## config.mk

```make
export PLATFORM = sky130hd
export DESIGN_NAME = fsr_shift_register
export DESIGN_NICKNAME = d
export VERILOG_FILES = /design/src/fsr_pkg.sv /design/src/fsr_shift_register.sv
export VERILOG_INCLUDE_DIRS = /design/src
export SDC_FILE = /design/constraint.sdc
export NUM_CORES = 1
export LEC_CHECK = 0
export BUFFER_PORTS_ARGS = -buffer_cell sky130_fd_sc_hd__buf_4
export CAP_MARGIN = 20
export CORE_MARGIN = 4
export CORE_UTILIZATION = 30
export CTS_CLUSTER_SIZE = 24
export DETAILED_ROUTE_END_ITERATION = 8
export GPL_ROUTABILITY_DRIVEN = 0
export GPL_TIMING_DRIVEN = 0
export REMOVE_ABC_BUFFERS = 1
export SLEW_MARGIN = 20
export SYNTH_ARGS = -nofsm -noshare
export SYNTH_HDL_FRONTEND = slang
export SYNTH_SLANG_ARGS = --single-unit
```

## constraint.sdc

```tcl
create_clock -name clk -period 2.92 [get_ports clk]
set_input_delay 0.292 -clock clk [delete_from_list [all_inputs] [get_ports clk]]
set_output_delay 0.292 -clock clk [all_outputs]
set_load 0.05 [all_outputs]
```

## src/fsr_params.svh

```systemverilog
// fsr_params.svh - constants for the five stage shift register
// assumes inclusion by bare name from the package and the design module
`ifndef FSR_PARAMS_SVH
`define FSR_PARAMS_SVH

// ----------------------------------------
// geometry and reset values
// ----------------------------------------
`define FSR_STAGES      5
`define FSR_STAGE_RST   5'h00
`define FSR_FIFO_DEPTH  4

`endif

```

## src/fsr_pkg.sv

```systemverilog
// fsr_pkg.sv - types shared by the five stage shift register
// assumes fsr_params.svh is on the include path
`include "fsr_params.svh"

package fsr_pkg;

  // ----------------------------------------
  // control pins grouped as one carrier
  // ----------------------------------------
  typedef struct packed {
    logic                    clear_n;
    logic                    preset_strobe;
    logic                    serial_in;
    logic [`FSR_STAGES-1:0]  preset_inputs;
  } fsr_pins_t;

  typedef enum logic [1:0] {
    FSR_HOLD,
    FSR_SHIFT,
    FSR_PRESET,
    FSR_CLEAR
  } fsr_mode_t;

endpackage : fsr_pkg

```

## src/fsr_shift_register.sv

```systemverilog
// fsr_shift_register.sv - five stage shift register with output fifo
// assumes pins come from outside the clk domain; shift_clock is a sampled pin
`timescale 1ns/100ps
`include "fsr_params.svh"

// ----------------------------------------
// fifo holding snapshots of the stages
// ----------------------------------------
module fsr_fifo
  import fsr_pkg::*;
#(
  parameter int WIDTH = `FSR_STAGES,
  parameter int DEPTH = `FSR_FIFO_DEPTH
) (
  input  wire logic             clk,
  input  wire logic             sys_rst,
  input  wire logic             clk_en,
  input  wire logic             in_valid,
  output logic                  in_ready,
  input  wire logic [WIDTH-1:0] in_data,
  output logic                  out_valid,
  input  wire logic             out_ready,
  output logic      [WIDTH-1:0] out_data
);
  localparam int AW = (DEPTH > 1) ? $clog2(DEPTH) : 1;

  logic [WIDTH-1:0] mem_reg [DEPTH];
  logic [AW-1:0]    wr_ptr_reg;
  logic [AW-1:0]    rd_ptr_reg;
  logic [AW:0]      count_reg;
  logic             push;
  logic             pop;
  logic [AW-1:0]    wr_ptr_next;
  logic [AW-1:0]    rd_ptr_next;
  logic [AW:0]      count_next;

  // ----------------------------------------
  // occupancy flags and handshakes
  // ----------------------------------------
  // full compares the whole count, so the fifo fills to exactly DEPTH words
  assign in_ready  = (count_reg != (AW+1)'(DEPTH));
  assign out_valid = (count_reg != '0);
  assign push      = clk_en && in_valid && in_ready;
  assign pop       = clk_en && out_valid && out_ready;
  assign out_data  = mem_reg[rd_ptr_reg];

  // pointers wrap at the depth, which need not be a power of two
  assign wr_ptr_next = (wr_ptr_reg == AW'(DEPTH-1)) ? '0 : wr_ptr_reg + AW'(1);
  assign rd_ptr_next = (rd_ptr_reg == AW'(DEPTH-1)) ? '0 : rd_ptr_reg + AW'(1);
  assign count_next  = count_reg + (AW+1)'(push) - (AW+1)'(pop);

  // ----------------------------------------
  // storage and pointers
  // ----------------------------------------
  // storage has no reset; a word is only read after it has been written
  always_ff @(posedge clk) begin
    if (push) begin
      mem_reg[wr_ptr_reg] <= in_data;
    end
  end

  // write side moves only on an accepted push
  always_ff @(posedge clk) begin
    if (sys_rst) begin
      wr_ptr_reg <= '0;
    end else if (push) begin
      wr_ptr_reg <= wr_ptr_next;
    end
  end

  // read side moves only when the consumer takes the head word
  always_ff @(posedge clk) begin
    if (sys_rst) begin
      rd_ptr_reg <= '0;
    end else if (pop) begin
      rd_ptr_reg <= rd_ptr_next;
    end
  end

  // occupancy; a push and a pop in one cycle leave it unchanged
  always_ff @(posedge clk) begin
    if (sys_rst) begin
      count_reg <= '0;
    end else if (clk_en) begin
      count_reg <= count_next;
    end
  end
endmodule // fsr_fifo

// Operation
// - five storage stages chained in order
// - every stage visible on parallel outputs
// - low clear forces all stages low
// - preset input and strobe set stage high
// - shared strobe presets any stage subset
// - shift only on rising clock edge
// - serial into first, each stage shifts on
// - shift needs clear high, strobe low
// - strobe high: stages follow preset inputs
module fsr_shift_register
  import fsr_pkg::*;
#(
  parameter int STAGES = `FSR_STAGES,
  parameter int DEPTH  = `FSR_FIFO_DEPTH
) (
  input  wire logic              clk,
  input  wire logic              sys_rst,
  input  wire logic              clk_en,
  input  wire logic              shift_clock,
  input  wire logic              clear_n,
  input  wire logic              preset_strobe,
  input  wire logic              serial_in,
  input  wire logic [STAGES-1:0] preset_inputs,
  output logic      [STAGES-1:0] stage_outputs,
  output logic                   snap_valid,
  input  wire logic              snap_ready,
  output logic      [STAGES-1:0] snap_data
);
  // ----------------------------------------
  // pin synchronisers
  // ----------------------------------------
  fsr_pins_t        pins_meta_reg;
  fsr_pins_t        pins_reg;
  logic             clk_meta_reg;
  logic             clk_sync_reg;
  logic             clk_prev_reg;
  logic [STAGES-1:0] stage_reg;
  logic [STAGES-1:0] stage_next;
  fsr_mode_t        mode;
  logic             rise;
  logic             fifo_ready;
  logic             stage_change;
  logic [STAGES-1:0] shift_src;

  // two flops on every control and data pin before anything reads them;
  // a reset pin group reads as clear, which matches the reset stage value
  always_ff @(posedge clk) begin
    if (sys_rst) begin
      pins_meta_reg <= '0;
      pins_reg      <= '0;
    end else if (clk_en) begin
      pins_meta_reg <= '{clear_n, preset_strobe, serial_in, preset_inputs};
      pins_reg      <= pins_meta_reg;
    end
  end

  // shift clock gets the same two flops, so serial data and edge line up;
  // the third flop only remembers the last level, reset low like an idle pin
  always_ff @(posedge clk) begin
    if (sys_rst) begin
      clk_meta_reg <= 1'b0;
      clk_sync_reg <= 1'b0;
      clk_prev_reg <= 1'b0;
    end else if (clk_en) begin
      clk_meta_reg <= shift_clock;
      clk_sync_reg <= clk_meta_reg;
      clk_prev_reg <= clk_sync_reg;
    end
  end

  // ----------------------------------------
  // mode decode and next state
  // ----------------------------------------
  // clear takes priority over preset; both together is undefined for the user anyway
  assign rise = clk_sync_reg && !clk_prev_reg;
  assign mode = !pins_reg.clear_n      ? FSR_CLEAR :
                pins_reg.preset_strobe ? FSR_PRESET :
                rise                   ? FSR_SHIFT :
                                         FSR_HOLD;

  // ----------------------------------------
  // shift path, one stage per iteration
  // ----------------------------------------
  // stage 0 takes the serial pin, every later stage the stage before it
  for (genvar i = 0; i < STAGES; i++) begin : g_stage
    if (i == 0) begin : g_first
      assign shift_src[i] = pins_reg.serial_in;
    end else begin : g_next
      assign shift_src[i] = stage_reg[i-1];
    end
  end

  // one next value per mode; the last stage's old bit falls off the end
  always_comb begin
    case (mode)
      FSR_CLEAR:  stage_next = '0;
      FSR_PRESET: stage_next = pins_reg.preset_inputs;
      FSR_SHIFT:  stage_next = shift_src;
      default:    stage_next = stage_reg;
    endcase
  end

  // a full fifo drops snapshots rather than stalling the stages, as real pins cannot wait
  assign stage_change = (stage_next != stage_reg);

  always_ff @(posedge clk) begin
    if (sys_rst) begin
      stage_reg <= STAGES'(`FSR_STAGE_RST);
    end else if (clk_en) begin
      stage_reg <= stage_next;
    end
  end

  assign stage_outputs = stage_reg;

  // ----------------------------------------
  // snapshot fifo on every stage change
  // ----------------------------------------
  fsr_fifo #(
    .WIDTH (STAGES),
    .DEPTH (DEPTH)
  ) u_fifo (
    .clk       (clk),
    .sys_rst   (sys_rst),
    .clk_en    (clk_en),
    .in_valid  (stage_change),
    .in_ready  (fifo_ready),
    .in_data   (stage_next),
    .out_valid (snap_valid),
    .out_ready (snap_ready),
    .out_data  (snap_data)
  );
endmodule // fsr_shift_register

```

; Word level (Yosys, flattened, before mapping)
; Memory sizes are Yosys's and may differ from the RTL's. A register that Yosys moved wholly into a read port is not among the register bits.
; Index checks and enable logic that the tools add are counted.
[totals]
regBits = 31
ramBits = 20
out_inout_bits = 11
elab_cells = 44
mem_count = 1
[classes]
n_addsub = 4
eq_ne = 7
n_mux = 10
reduce_logical = 7
[mem_list]
columns = name, depth, width, read_ports, rd_clocked_by_memory_dff, write_ports, line
row1 = u_fifo.mem_reg, 4, 5, 1, 1, 1, fsr_shift_register.sv:27  ; logic [WIDTH-1:0] mem_reg [DEPTH];
[ops]
columns = operator, count
row1 = 5-bit one-hot mux with 3 select lines, 1
row2 = 2-bit two-way mux, 6
row3 = 2-bit equality test (second input constant), 4
row4 = 1-bit logical AND, 5
row5 = 5-bit inequality test, 1
row6 = 2-bit by 1-bit adder with 2-bit output (second input constant), 2
row7 = 3-bit by 1-bit adder with 3-bit output, 1
row8 = 1-bit two-way mux, 3
row9 = 3-bit inequality test (second input constant), 1
row10 = 3-bit nonzero test, 1
row11 = 3-bit by 1-bit subtractor with 3-bit output, 1
row12 = 2-bit by 1-bit equality test with 1-bit output (second input constant), 1
row13 = 1-bit zero test, 1

; Longest topological paths before layout
; Gate-level depths: netlist of the first run.
[depth]
depth_word = 12
mapped_depth = 12

; Cells and area by module
; A second synthesis of the first run with hierarchy kept.
[hier_totals]
cells_unflattened = 206
hier_area_um2 = 2407.3
[by_module_without_submodules]
columns = mod, instances, cells_per_inst, area_per_inst_um2, seq_area_each_um2
row1 = fsr_fifo, 1, 79, 1224.9, 780.7
row2 = fsr_shift_register, 1, 127, 1182.4, 480.5

; Worst setup path after synthesis of the first run
; No wires, ideal clock.
[synth_timing]
path_type = reg-to-reg
from = reg stage_reg[2] (netlist: stage_outputs[2])
to = reg u_fifo.count_reg[2]
setup_ns = 0.127
arrival_ns = 2.509
setup_slack_ns = 0.284
stages_incl_launch_ff = 10
synth_period_minus_slack_ns = 2.636
path_cell_list = dfxtp_1 > o311ai_4 > a222oi_1 > a31oi_4 > ha_1 > fa_1 > xnor2_1 > nand2_1 > xor2_1 > nor2_1
[synth_between]
elab_chain_cells = 6
[synth_lines]
columns = item, line
row1 = "start, declared", fsr_shift_register.sv:127  ; logic [STAGES-1:0] stage_reg;
row2 = "start signal, assigned", fsr_shift_register.sv:198  ; stage_reg <= STAGES'(`FSR_STAGE_RST);
row3 = "start signal, assigned", fsr_shift_register.sv:200  ; stage_reg <= stage_next;
row4 = 5-bit one-hot mux with 3 select lines, fsr_shift_register.sv:185  ; case (mode)
row5 = 5-bit inequality test *, fsr_shift_register.sv:194  ; assign stage_change = (stage_next != stage_reg);
row6 = 1-bit logical AND * (2 in series), fsr_shift_register.sv:43  ; assign push = clk_en && in_valid && in_ready;
row7 = named net u_fifo.push, fsr_shift_register.sv:31  ; logic push;
row8 = 3-bit by 1-bit adder with 3-bit output *, fsr_shift_register.sv:50  ; assign count_next = count_reg + (AW+1)'(push) - (AW+1)'(pop);
row9 = 3-bit by 1-bit subtractor with 3-bit output *, fsr_shift_register.sv:50
row10 = "end signal, assigned", fsr_shift_register.sv:85  ; count_reg <= count_next;
row11 = "end, declared", fsr_shift_register.sv:30  ; logic [AW:0] count_reg;
; Mark *: on every way through the listed nets, which the timed path passes. The rest lies on a longest branch.
; A chain may end at the register's enable or synchronous reset.

; Worst setup path in the final report of the first run
[layout_timing]
from = reg pins_reg[6] (netlist bit)
to = reg u_fifo.count_reg[2]
[layout_between]
elab_chain_cells = 9
elab_cells_between_ends = 11
[layout_lines]
columns = item, line
row1 = "start, declared", fsr_shift_register.sv:123  ; fsr_pins_t pins_reg;
row2 = "start signal, assigned", fsr_shift_register.sv:143  ; pins_reg <= pins_meta_reg;
row3 = 2-bit two-way mux *, fsr_shift_register.sv:167  ; pins_reg.preset_strobe ? FSR_PRESET :
row4 = 2-bit two-way mux *, fsr_shift_register.sv:166  ; assign mode = !pins_reg.clear_n ? FSR_CLEAR :
row5 = 2-bit by 1-bit equality test with 1-bit output / 2-bit equality test (equally long branches), fsr_shift_register.sv:185
row6 = 5-bit one-hot mux with 3 select lines *, fsr_shift_register.sv:185
row7 = 5-bit inequality test *, fsr_shift_register.sv:194
row8 = 1-bit logical AND * (2 in series), fsr_shift_register.sv:43
row9 = named net u_fifo.push, fsr_shift_register.sv:31
row10 = 3-bit by 1-bit adder with 3-bit output *, fsr_shift_register.sv:50
row11 = 3-bit by 1-bit subtractor with 3-bit output *, fsr_shift_register.sv:50
; Marks and branches as above.

==> flow_summary_export.csv, run 1 <==
group,metric,value,unit
grt,use_met3,2.762,%
sta,drv_slew,0,
power_and_ir_drop,p_int,1126,uW
power_and_ir_drop,power.switching,358.2,uW
grt,busiest_layer,"met2",
critical_path,arrival,2.89,ns
floorplan,die_height,95.53,um
clock_tree,clk_latency,0.30,ns
yosys,netlist.area_leader.share,28.74,%
yosys,synth_warnings,0,
sta,timing.final.hold_violations,0,
clock_tree,postCtsSetupBuffers,0,
sta,max-slew-margin-rel,64.46,%
power_and_ir_drop,pwr-share-seq,54.8,%
floorplan,die_area,0.009126,mm2
critical_path,worstSetupPathType,"reg2reg",
critical_path,cp.required,3.11,ns
grt,met1_usage,11.52,%
routing,drt_first_pass_iters,4,
power_and_ir_drop,swShare,24.13,%
routing,drtIter0Drc,56,
sta,fin_worst_skew,0.003509,ns
layout,largest_reg_flops,20,
yosys,synth_edf_count,20,
routing,wl,3902,um
clock_tree,h-tree-depth,2,
layout,area_growth,15.90,%
sta,max_freq,371.0,MHz
yosys,ys_top_cells_by_count,"nor2_1, dfxtp_1, mux2i_1",
grt,grt_pass1_wl,6610,um
hold_path,hold_path.class,"in2reg",
grt,grt_pass1_vias,1426,
sta,fin_crit_sh,92.32,%
floorplan,ioPinCount,24,
grt,track_usage,9.457,%
sta,rsz0062_at_grt,"no",
routing,wl_per_cell,12.71,um
sta,period_needed,2.696,ns
routing,num_vias,1372,
yosys,synthDistinctLibCells,33,
clock_tree,cts_tree,"done",
layout,fin_nets,228,
clock_tree,cts_buffers,5,
yosys,yosys-top-cells-area,"dfxtp_1, edfxtp_1, mux2i_1",
yosys,synth_seq_cells,53,
grt,antenna_found_initial,0,
grt,grt_overflow,0,
yosys,yosysTopAreaCell,"dfxtp_1",
yosys,synthCells,185,
clock_tree,clock_path_buffers,2,
critical_path,startpoint_type,"register",
yosys,async_flop_share,0,%
critical_path,cp-end-kind,"register",
power_and_ir_drop,combPwrFrac,12.9,%
yosys,yosys.cell_count.top_type,"nor2_1",
sta,setup_violations,0,
clock_tree,clkTransAtPathRegs,0.09,ns
critical_path,critPathMaxStageDelay,0.57,ns
critical_path,crit_path_cell_trace,"or2b_1 -> o311ai_4 -> a222oi_1 -> a31oi_4 -> ha_1 -> fa_1 -> xnor2_1 -> nand2_1 -> xor2_1 -> nor2_1",
clock_tree,cts.sinks,53,
floorplan,die_x,95.53,um
status,status,"finished, final reports clean",
yosys,seq_area_frac_synth,54.87,%
sta,fin_setup_tns,0,ns
routing,viasPerCell,4.469,
clock_tree,cts-root-buf,"clkbuf_8",
critical_path,crit_fanout,12,
yosys,synthFlopType,"dfxtp_1",
yosys,syn_area,0.002298,mm2
sta,setup_ws,0.2243,ns
power_and_ir_drop,p_leak,0.001079,uW
placed_design,port_buffers,23,
placed_design,post-dp-hpwl,2786,um
grt,grt_max_degree,34,
power_and_ir_drop,p_clk_share,32.3,%
layout,drive_above_1_share,22.12,%
placed_design,dp_slack,0.06922,ns
power_and_ir_drop,ir_worst_vdd,0.0001814,V
power_and_ir_drop,power_density,557.3,mW/mm2
routing,drc_errors,0,
grt,grtUsageMet2,15.52,%
floorplan,core,0.007331,mm2
routing,drtAntennaViolNets,0,
layout,n_antenna_cell,0,
yosys,syn-mean-instance-area,12.42,um2
floorplan,core.rowCount,31,
sta,worst_pin_slew,0.5330,ns
job,drv_cap,0,
critical_path,crit_path_top_delay_cell,"a222oi_1",
floorplan,start_util,31.35,%
==> final timing paths <==
kind                                 start                          endpoint  slack, ns  depth (start not counted)
hold reg to reg   pins_reg[1]$_SDFFE_PP0P_          pins_reg[1]$_SDFFE_PP0P_       0.50                          2
setup reg to reg  pins_reg[6]$_SDFFE_PP0P_  u_fifo.count_reg[2]$_SDFFE_PP0P_       0.22                         10
hold / removal                 shift_clock         clk_meta_reg$_SDFFE_PP0P_       0.22                          3
setup / recovery  pins_reg[6]$_SDFFE_PP0P_  u_fifo.count_reg[2]$_SDFFE_PP0P_       0.22                         10
==> critical path, delay by kind of cell, from the launching register on <==
| family | cells | cell delay (ns) |
|---|---|---|
| fa+ha+maj | 2 | 0.65 |
| compound gates | 3 | 0.91 |
| flops | 1 | 0.40 |
| simple gates | 3 | 0.35 |
| xor+xnor | 2 | 0.29 |
==> through the flow <==
| step | total power [uW] | cell area [um2] | cells | utilization, % | hold WS (ns) |
|---|---|---|---|---|---|
| after CTS | 1497 | 2663 | 307 | 36.32 | 0.2186 |
| after global placement | 1020 | 2556 | 299 | 34.87 | 0.4670 |
| after floorplan | 959.1 | 2260 | 177 | - | 0.3644 |
| after detailed placement | 1026 | 2556 | 299 | 34.87 | 0.4743 |
| final | 1485 | 2664 | 307 | 36.34 | 0.2196 |
| after global routing | 1551 | 2664 | 307 | 36.34 | 0.2262 |
==> power groups by stage <==
| stage | clock (uW) | sequential [uW] | combinational [uW] |
|---|---|---|---|
| 6_report | 480 | 813 | 191 |
| 2_1_floorplan | 0 | 829 | 130 |
| 3_5_place_dp | 0 | 831 | 195 |
| 5_1_grt | 522 | 818 | 211 |
| 4_1_cts | 488 | 814 | 195 |
| 3_3_place_gp | 0 | 830 | 190 |
==> cell usage in the layout, fill, tap and decap left out, drive strengths merged, types with 6 or more instances in the layout <==
cell type	instances
nor2	41
dfxtp	33
mux2i	28
buf	23
edfxtp	20
inv	7
ha	7
nand2b	6
clkbuf	6
==> area by class of cell <==
class,instances,area (um2)
Sequential cell,53,1262
Inverter,7,26.28
Tap cell,99,123.9
Fill cell,737,4667
Clock inverter,2,33.78
Clock buffer,6,72.57
Multi-Input combinational cell,117,972.2
Timing Repair Buffer,23,172.7
==> cells by family after synthesis <==
logic type,share of synthesized area [%]
flip-flops,54.87
AO/OA/AOI/OAI,6.696
buffers and inverters,2.831
adder cells (fa/ha/maj),4.681
XOR/XNOR,0.7623
multiplexers,17.75
AND/OR/NAND/NOR,12.41
==> routing by layer <==
layer	routed length, um	share of wire, %	vias up
met4	72	1.8	0
met5	0	0	-
met2	1820	47	21
met1	1872	48	649
met3	137	3.5	7
li1	-	-	695
==> what timing repair did <==
item / CTS / global route
setup endpoints to repair: 0 / 1
hold endpoints to repair: 0 / 0
hold buffers: 0 / 0
resized for setup: 0 / 1
Note: power is estimated with default switching activity, not from simulation.
==> run 2: changes to the inputs <==
--- a/config.mk
+++ b/config.mk
@@ -8,6 +8,7 @@
 export LEC_CHECK = 0
 export BUFFER_PORTS_ARGS = -buffer_cell sky130_fd_sc_hd__buf_4
 export CAP_MARGIN = 20
+export CORE_ASPECT_RATIO = 2
 export CORE_MARGIN = 4
 export CORE_UTILIZATION = 30
 export CTS_CLUSTER_SIZE = 24
==> flow_summary_export.csv, run 2 (synthesized netlist as in run 1, its figures left out) <==
group,metric,value,unit
clock_tree,clkTransAtPathRegs,0.06,ns
clock_tree,clock_path_buffers,2,
critical_path,crit_path_start,"pins_reg[6]$_SDFFE_PP0P_",
floorplan,die_x,69.90,um
routing,drtIter0Drc,38,
clock_tree,h-tree-depth,2,
critical_path,cp-end-kind,"register",
routing,wl_met3,167,um
status,status,"finished, final reports clean",
critical_path,rrSetupSlack,0.23,ns
layout,fill_cells,751,
layout,fin_util,36.60,%
layout,multiInputGateArea,979.7,um2
clock_tree,cts_buffers,5,
critical_path,crit_fanout,12,
clock_tree,cts.sinks,53,
power_and_ir_drop,ir_worst_vdd,0.0002761,V
clock_tree,cts-root-buf,"clkbuf_16",
critical_path,arrival,2.85,ns
routing,wl_per_cell,12.56,um
sta,fin_worst_skew,0.003082,ns
sta,worst_pin_slew,0.4754,ns
floorplan,die_height,131.8,um
layout,n_antenna_cell,0,
sta,max-slew-margin-rel,68.30,%
placed_design,post-dp-hpwl,2829,um
routing,wl,3767,um
sta,setup_ws,0.2319,ns
floorplan,die_area,0.009211,mm2
grt,grt_pass1_wl,6279,um
clock_tree,cts_tree,"done",
floorplan,ioPinCount,24,
hold_path,hold_path_depth,3,
routing,met1_length,1439,um
grt,grt_overflow,0,
routing,drc_errors,0,
grt,grt_max_degree,34,
placed_design,dpl_cell_area,0.002547,mm2
grt,grt_pass1_vias,1341,
clock_tree,hold_buffers,0,
job,drv_cap,0,
routing,top_layer,"met4",
power_and_ir_drop,p_leak,0.001089,uW
critical_path,crit_end,"u_fifo.count_reg[2]$_SDFFE_PP0P_",
sta,fin_crit_sh,92.06,%
routing,met2WireLength,2089,um
power_and_ir_drop,power_density,580.1,mW/mm2
placed_design,dp_slack,0.06782,ns
critical_path,cp.required,3.08,ns
placed_design,port_buffers,23,
layout,layout_common_cells,"nor2_1, dfxtp_1, mux2i_1",
layout,drive_above_1_share,23.08,%
floorplan,core,0.007377,mm2
sta,timing.final.hold_violations,0,
floorplan,core.rowCount,44,
layout,layout_commonest_cell,"nor2_1",
layout,area_growth,17.47,%
critical_path,startpoint_type,"register",
sta,rsz0062_at_grt,"no",
sta,max_freq,372.0,MHz
sta,drv_slew,0,
sta,period_needed,2.688,ns
layout,fin_nets,228,
critical_path,worstSetupPathType,"reg2reg",
critical_path,reg2regPathDepth,11,
sta,fin_setup_tns,0,ns
layout,largest_reg_flops,20,
grt,antenna_found_initial,0,
layout,final_cell_area,0.002700,mm2
critical_path,r2r_end,"u_fifo.count_reg[2]$_SDFFE_PP0P_",
floorplan,start_util,31.16,%
grt,track_usage,8.518,%
routing,drtAntennaViolNets,0,
hold_path,hold_path.class,"in2reg",
critical_path,reg2reg_from,"pins_reg[6]$_SDFFE_PP0P_",
routing,drt_first_pass_iters,4,
routing,num_vias,1350,
clock_tree,clk_latency,0.28,ns
routing,viasPerCell,4.500,
layout,seqCellArea,0.001262,mm2
sta,setup_violations,0,
[run 2: repair_timing]
item                       4_1_cts  5_1_grt
hold endpoints to repair         0        0
gates resized for setup          0        2
setup endpoints to repair        0        1
setup buffers                    0        0
[run 2: worst min-delay path by stage]
stage | from | end | slack [ns]
after floorplan | sys_rst | clk_meta_reg$_SDFFE_PP0P_ | 0.36
after global placement | pins_meta_reg[5]$_SDFFE_PP0P_ | pins_meta_reg[5]$_SDFFE_PP0P_ | 0.47
after detailed placement | pins_meta_reg[5]$_SDFFE_PP0P_ | pins_meta_reg[5]$_SDFFE_PP0P_ | 0.49
after CTS | preset_strobe | pins_meta_reg[6]$_SDFFE_PP0P_ | 0.24
after global routing | clear_n | pins_meta_reg[7]$_SDFFE_PP0P_ | 0.24
final | preset_strobe | pins_meta_reg[6]$_SDFFE_PP0P_ | 0.24
[run 2: per-layer routing]
metal | GRT usage, % | vias up
li1 | - | 691
met2 | 15.96 | 22
met4 | 3.518 | 0
met3 | 2.290 | 5
met5 | 0 | -
met1 | 8.639 | 632
[run 2: worst max-delay path: stages, from the launching register on]
cell and delay, ns:
dfxtp_2 0.47, or2b_1 0.30, o311ai_4 0.10, o22ai_1 0.18
o31ai_4 0.30, a31oi_4 0.17, ha_1 0.26, fa_1 0.38
xnor2_1 0.15, nand2_1 0.08, xor2_1 0.15, nor2_1 0.05
[run 2: area by class of cell]
cell class                      instances  share of cell area, %
Tap cell                               92                  4.263
Sequential cell                        53                  46.76
Multi-Input combinational cell        117                  36.28
Clock inverter                          2                 0.5561
Timing Repair Buffer                   23                  6.395
Clock buffer                            6                  4.773
Inverter                                7                 0.9731
[run 2: through the flow]
stage,hold WS (ns),instances,total power (uW)
after global placement,0.4729,292,1020
after CTS,0.2362,300,1592
after global routing,0.2418,300,1633
after floorplan,0.3644,177,959.1
after detailed placement,0.4859,292,1025
final,0.2426,300,1566
[run 2: where the power goes]
| group | internal, uW | switching, uW | leakage, uW | total (uW) |
|---|---|---|---|---|
| clock | 318 | 244 | 0.0000631 | 562 |
| combinational | 81.5 | 108 | 0.000563 | 190 |
| sequential | 793 | 21.9 | 0.000464 | 814 |
| total | 1190 | 375 | 0.00109 | 1570 |
==> run 3: changes to the inputs <==
--- a/config.mk
+++ b/config.mk
@@ -8,6 +8,8 @@
 export LEC_CHECK = 0
 export BUFFER_PORTS_ARGS = -buffer_cell sky130_fd_sc_hd__buf_4
 export CAP_MARGIN = 20
+export CELL_PAD_IN_SITES_DETAIL_PLACEMENT = 2
+export CELL_PAD_IN_SITES_GLOBAL_PLACEMENT = 2
 export CORE_ASPECT_RATIO = 2
 export CORE_MARGIN = 4
 export CORE_UTILIZATION = 30
@@ -15,6 +17,7 @@
 export DETAILED_ROUTE_END_ITERATION = 8
 export GPL_ROUTABILITY_DRIVEN = 0
 export GPL_TIMING_DRIVEN = 0
+export PLACE_DENSITY_LB_ADDON = 0.1
 export REMOVE_ABC_BUFFERS = 1
 export SLEW_MARGIN = 20
 export SYNTH_ARGS = -nofsm -noshare
==> flow_summary_export.csv, run 3 (synthesized netlist as in run 1, its figures left out) <==
group,metric,value,unit
hold_path,hold_path_depth,3,
routing,drtIter0Drc,109,
clock_tree,cts.sinks,53,
critical_path,cp.required,3.09,ns
power_and_ir_drop,p_clk_share,39.6,%
sta,fin_crit_sh,94.85,%
floorplan,ioPinCount,24,
placed_design,port_buffers,23,
critical_path,startpoint_type,"register",
routing,drt_first_pass_iters,4,
clock_tree,clock_path_buffers,2,
grt,track_usage,11.41,%
routing,viasPerCell,4.850,
critical_path,rrSetupSlack,0.15,ns
power_and_ir_drop,p_leak,0.001108,uW
sta,max_freq,361.1,MHz
layout,drive_above_1_share,24.04,%
routing,drtAntennaViolNets,0,
critical_path,reg2reg_from,"pins_reg[7]$_SDFFE_PP0P_",
sta,timing.final.hold_violations,0,
status,status,"finished, final reports clean",
critical_path,r2r_end,"u_fifo.count_reg[2]$_SDFFE_PP0P_",
sta,worst_pin_slew,0.4846,ns
grt,antenna_found_initial,0,
layout,layout_commonest_cell,"nor2_1",
layout,largest_reg_flops,20,
critical_path,worstSetupPathType,"reg2reg",
power_and_ir_drop,p_int,1280,uW
floorplan,core.rowCount,44,
sta,drv_slew,0,
clock_tree,cts_tree,"done",
routing,wl,4857,um
sta,fin_setup_tns,0,ns
clock_tree,clkTransAtPathRegs,0.07,ns
power_and_ir_drop,swShare,23.78,%
floorplan,die_height,131.8,um
routing,num_vias,1455,
critical_path,crit_fanout,7,
grt,grt_overflow,0,
placed_design,post-place-cells,292,
layout,fill_cells,813,
layout,fin_nets,228,
floorplan,start_util,31.16,%
critical_path,reg2regPathDepth,9,
sta,max-slew-margin-rel,67.69,%
sta,fin_worst_skew,0.004212,ns
layout,seqCellArea,0.001265,mm2
hold_path,min_to,"pins_meta_reg[1]$_SDFFE_PP0P_",
power_and_ir_drop,ir_worst_vdd,0.0002776,V
power_and_ir_drop,power_density,611.3,mW/mm2
routing,wl_per_cell,16.19,um
routing,drc_errors,0,
layout,n_antenna_cell,0,
layout,area_growth,19.54,%
placed_design,post-dp-hpwl,3754,um
grt,grt_pass1_wl,8197,um
sta,setup_violations,0,
hold_path,hold_path.class,"in2reg",
floorplan,die_area,0.009211,mm2
layout,multiInputGateArea,997.2,um2
power_and_ir_drop,combPwrFrac,11.8,%
grt,grt_pass1_vias,1644,
grt,grt_max_degree,34,
job,drv_cap,0,
clock_tree,postCtsSetupBuffers,0,
layout,instances_no_fill,300,
clock_tree,cts_buffers,5,
clock_tree,cts-root-buf,"clkbuf_16",
clock_tree,h-tree-depth,2,
floorplan,die_x,69.90,um
power_and_ir_drop,power.switching,399.4,uW
layout,layout_common_cells,"nor2_1, dfxtp_1, mux2i_1",
power_and_ir_drop,pwr-share-seq,48.6,%
critical_path,arrival,2.94,ns
critical_path,cp-end-kind,"register",
hold_path,min_from,"preset_inputs[1]",
clock_tree,clk_latency,0.29,ns
floorplan,core,0.007377,mm2
sta,period_needed,2.770,ns
-- run 3: changes by cell type in the layout (fill, tap and decap cells not counted), sizes merged --
cell	previous run	this run
bufinv	0	1
clkbuf	6	5
clkinv	0	1
clkinvlp	2	1
-- run 3: worst max path at each step --
stage | from | end | slack [ns] | cells after the start
3_3_place_gp | pins_reg[6]$_SDFFE_PP0P_ | u_fifo.count_reg[2]$_SDFFE_PP0P_ | 0.09 | 11
5_1_grt | pins_reg[7]$_SDFFE_PP0P_ | u_fifo.count_reg[2]$_SDFFE_PP0P_ | -0.02 | 9
3_5_place_dp | pins_reg[6]$_SDFFE_PP0P_ | u_fifo.count_reg[2]$_SDFFE_PP0P_ | 0.02 | 11
4_1_cts | clk_sync_reg$_SDFFE_PP0P_ | u_fifo.count_reg[2]$_SDFFE_PP0P_ | 0.02 | 11
6_report | pins_reg[7]$_SDFFE_PP0P_ | u_fifo.count_reg[2]$_SDFFE_PP0P_ | 0.15 | 9
2_1_floorplan | stage_outputs[2]$_SDFFE_PP0P_ | u_fifo.count_reg[2]$_SDFFE_PP0P_ | 0.30 | 9
-- run 3: layout make-up --
class                      instances  share of cell area, %
timing repair buffer              23                  6.284
tap                               92                  4.189
clock inverter                     3                  1.685
multi-input combinational        117                  36.29
inverter                           7                 0.9563
sequential                        53                  46.04
clock buffer                       5                  4.554
-- run 3: worst max-delay path: stages, from the launching register on --
cell      delay (ns)
dfxtp_1         0.60
o311ai_2        0.26
a222oi_1        0.47
a31oi_4         0.23
ha_1            0.26
fa_1            0.38
xnor2_1         0.15
nand2_1         0.08
xor2_1          0.17
nor2_1          0.05
-- run 3: metrics by stage --
step / hold slack [ns] / utilization (%) / worst slack, ns / total power, uW / area (um2)
5_1_grt: 0.2525 / 37.25 / -0.02254 / 1760 / 2748
3_5_place_dp: 0.4965 / 34.53 / 0.01960 / 1036 / 2547
3_3_place_gp: 0.4702 / 34.53 / 0.08586 / 1020 / 2547
6_report: 0.2406 / 37.25 / 0.1504 / 1680 / 2748
4_1_cts: 0.2356 / 36.87 / 0.02435 / 1712 / 2720
2_1_floorplan: 0.3644 / - / 0.2970 / 959.1 / 2260
-- run 3: power by group through the flow --
| stage | sequential [uW] | combinational, uW | clock [uW] |
|---|---|---|---|
| 4_1_cts | 817 | 203 | 692 |
| 6_report | 816 | 198 | 665 |
| 3_5_place_dp | 834 | 202 | 0 |
| 5_1_grt | 821 | 218 | 721 |
| 2_1_floorplan | 829 | 130 | 0 |
| 3_3_place_gp | 830 | 190 | 0 |
-- run 3: timing repair --
item                                    in CTS  in global routing
hold buffers                                 0                  0
gates resized for setup                      1                  4
pin swaps                                    0                  0
endpoints found under the setup margin       1                  1
-- run 3: layer usage --
layer | track usage (%) | part of all wire (%) | vias up | wire (um)
met4 | 4.797 | 1.5 | 0 | 74
met1 | 10.24 | 33 | 729 | 1609
met2 | 23.23 | 63 | 23 | 3036
li1 | - | - | 696 | -
met5 | 0 | 0 | - | 0
met3 | 2.443 | 2.8 | 7 | 136
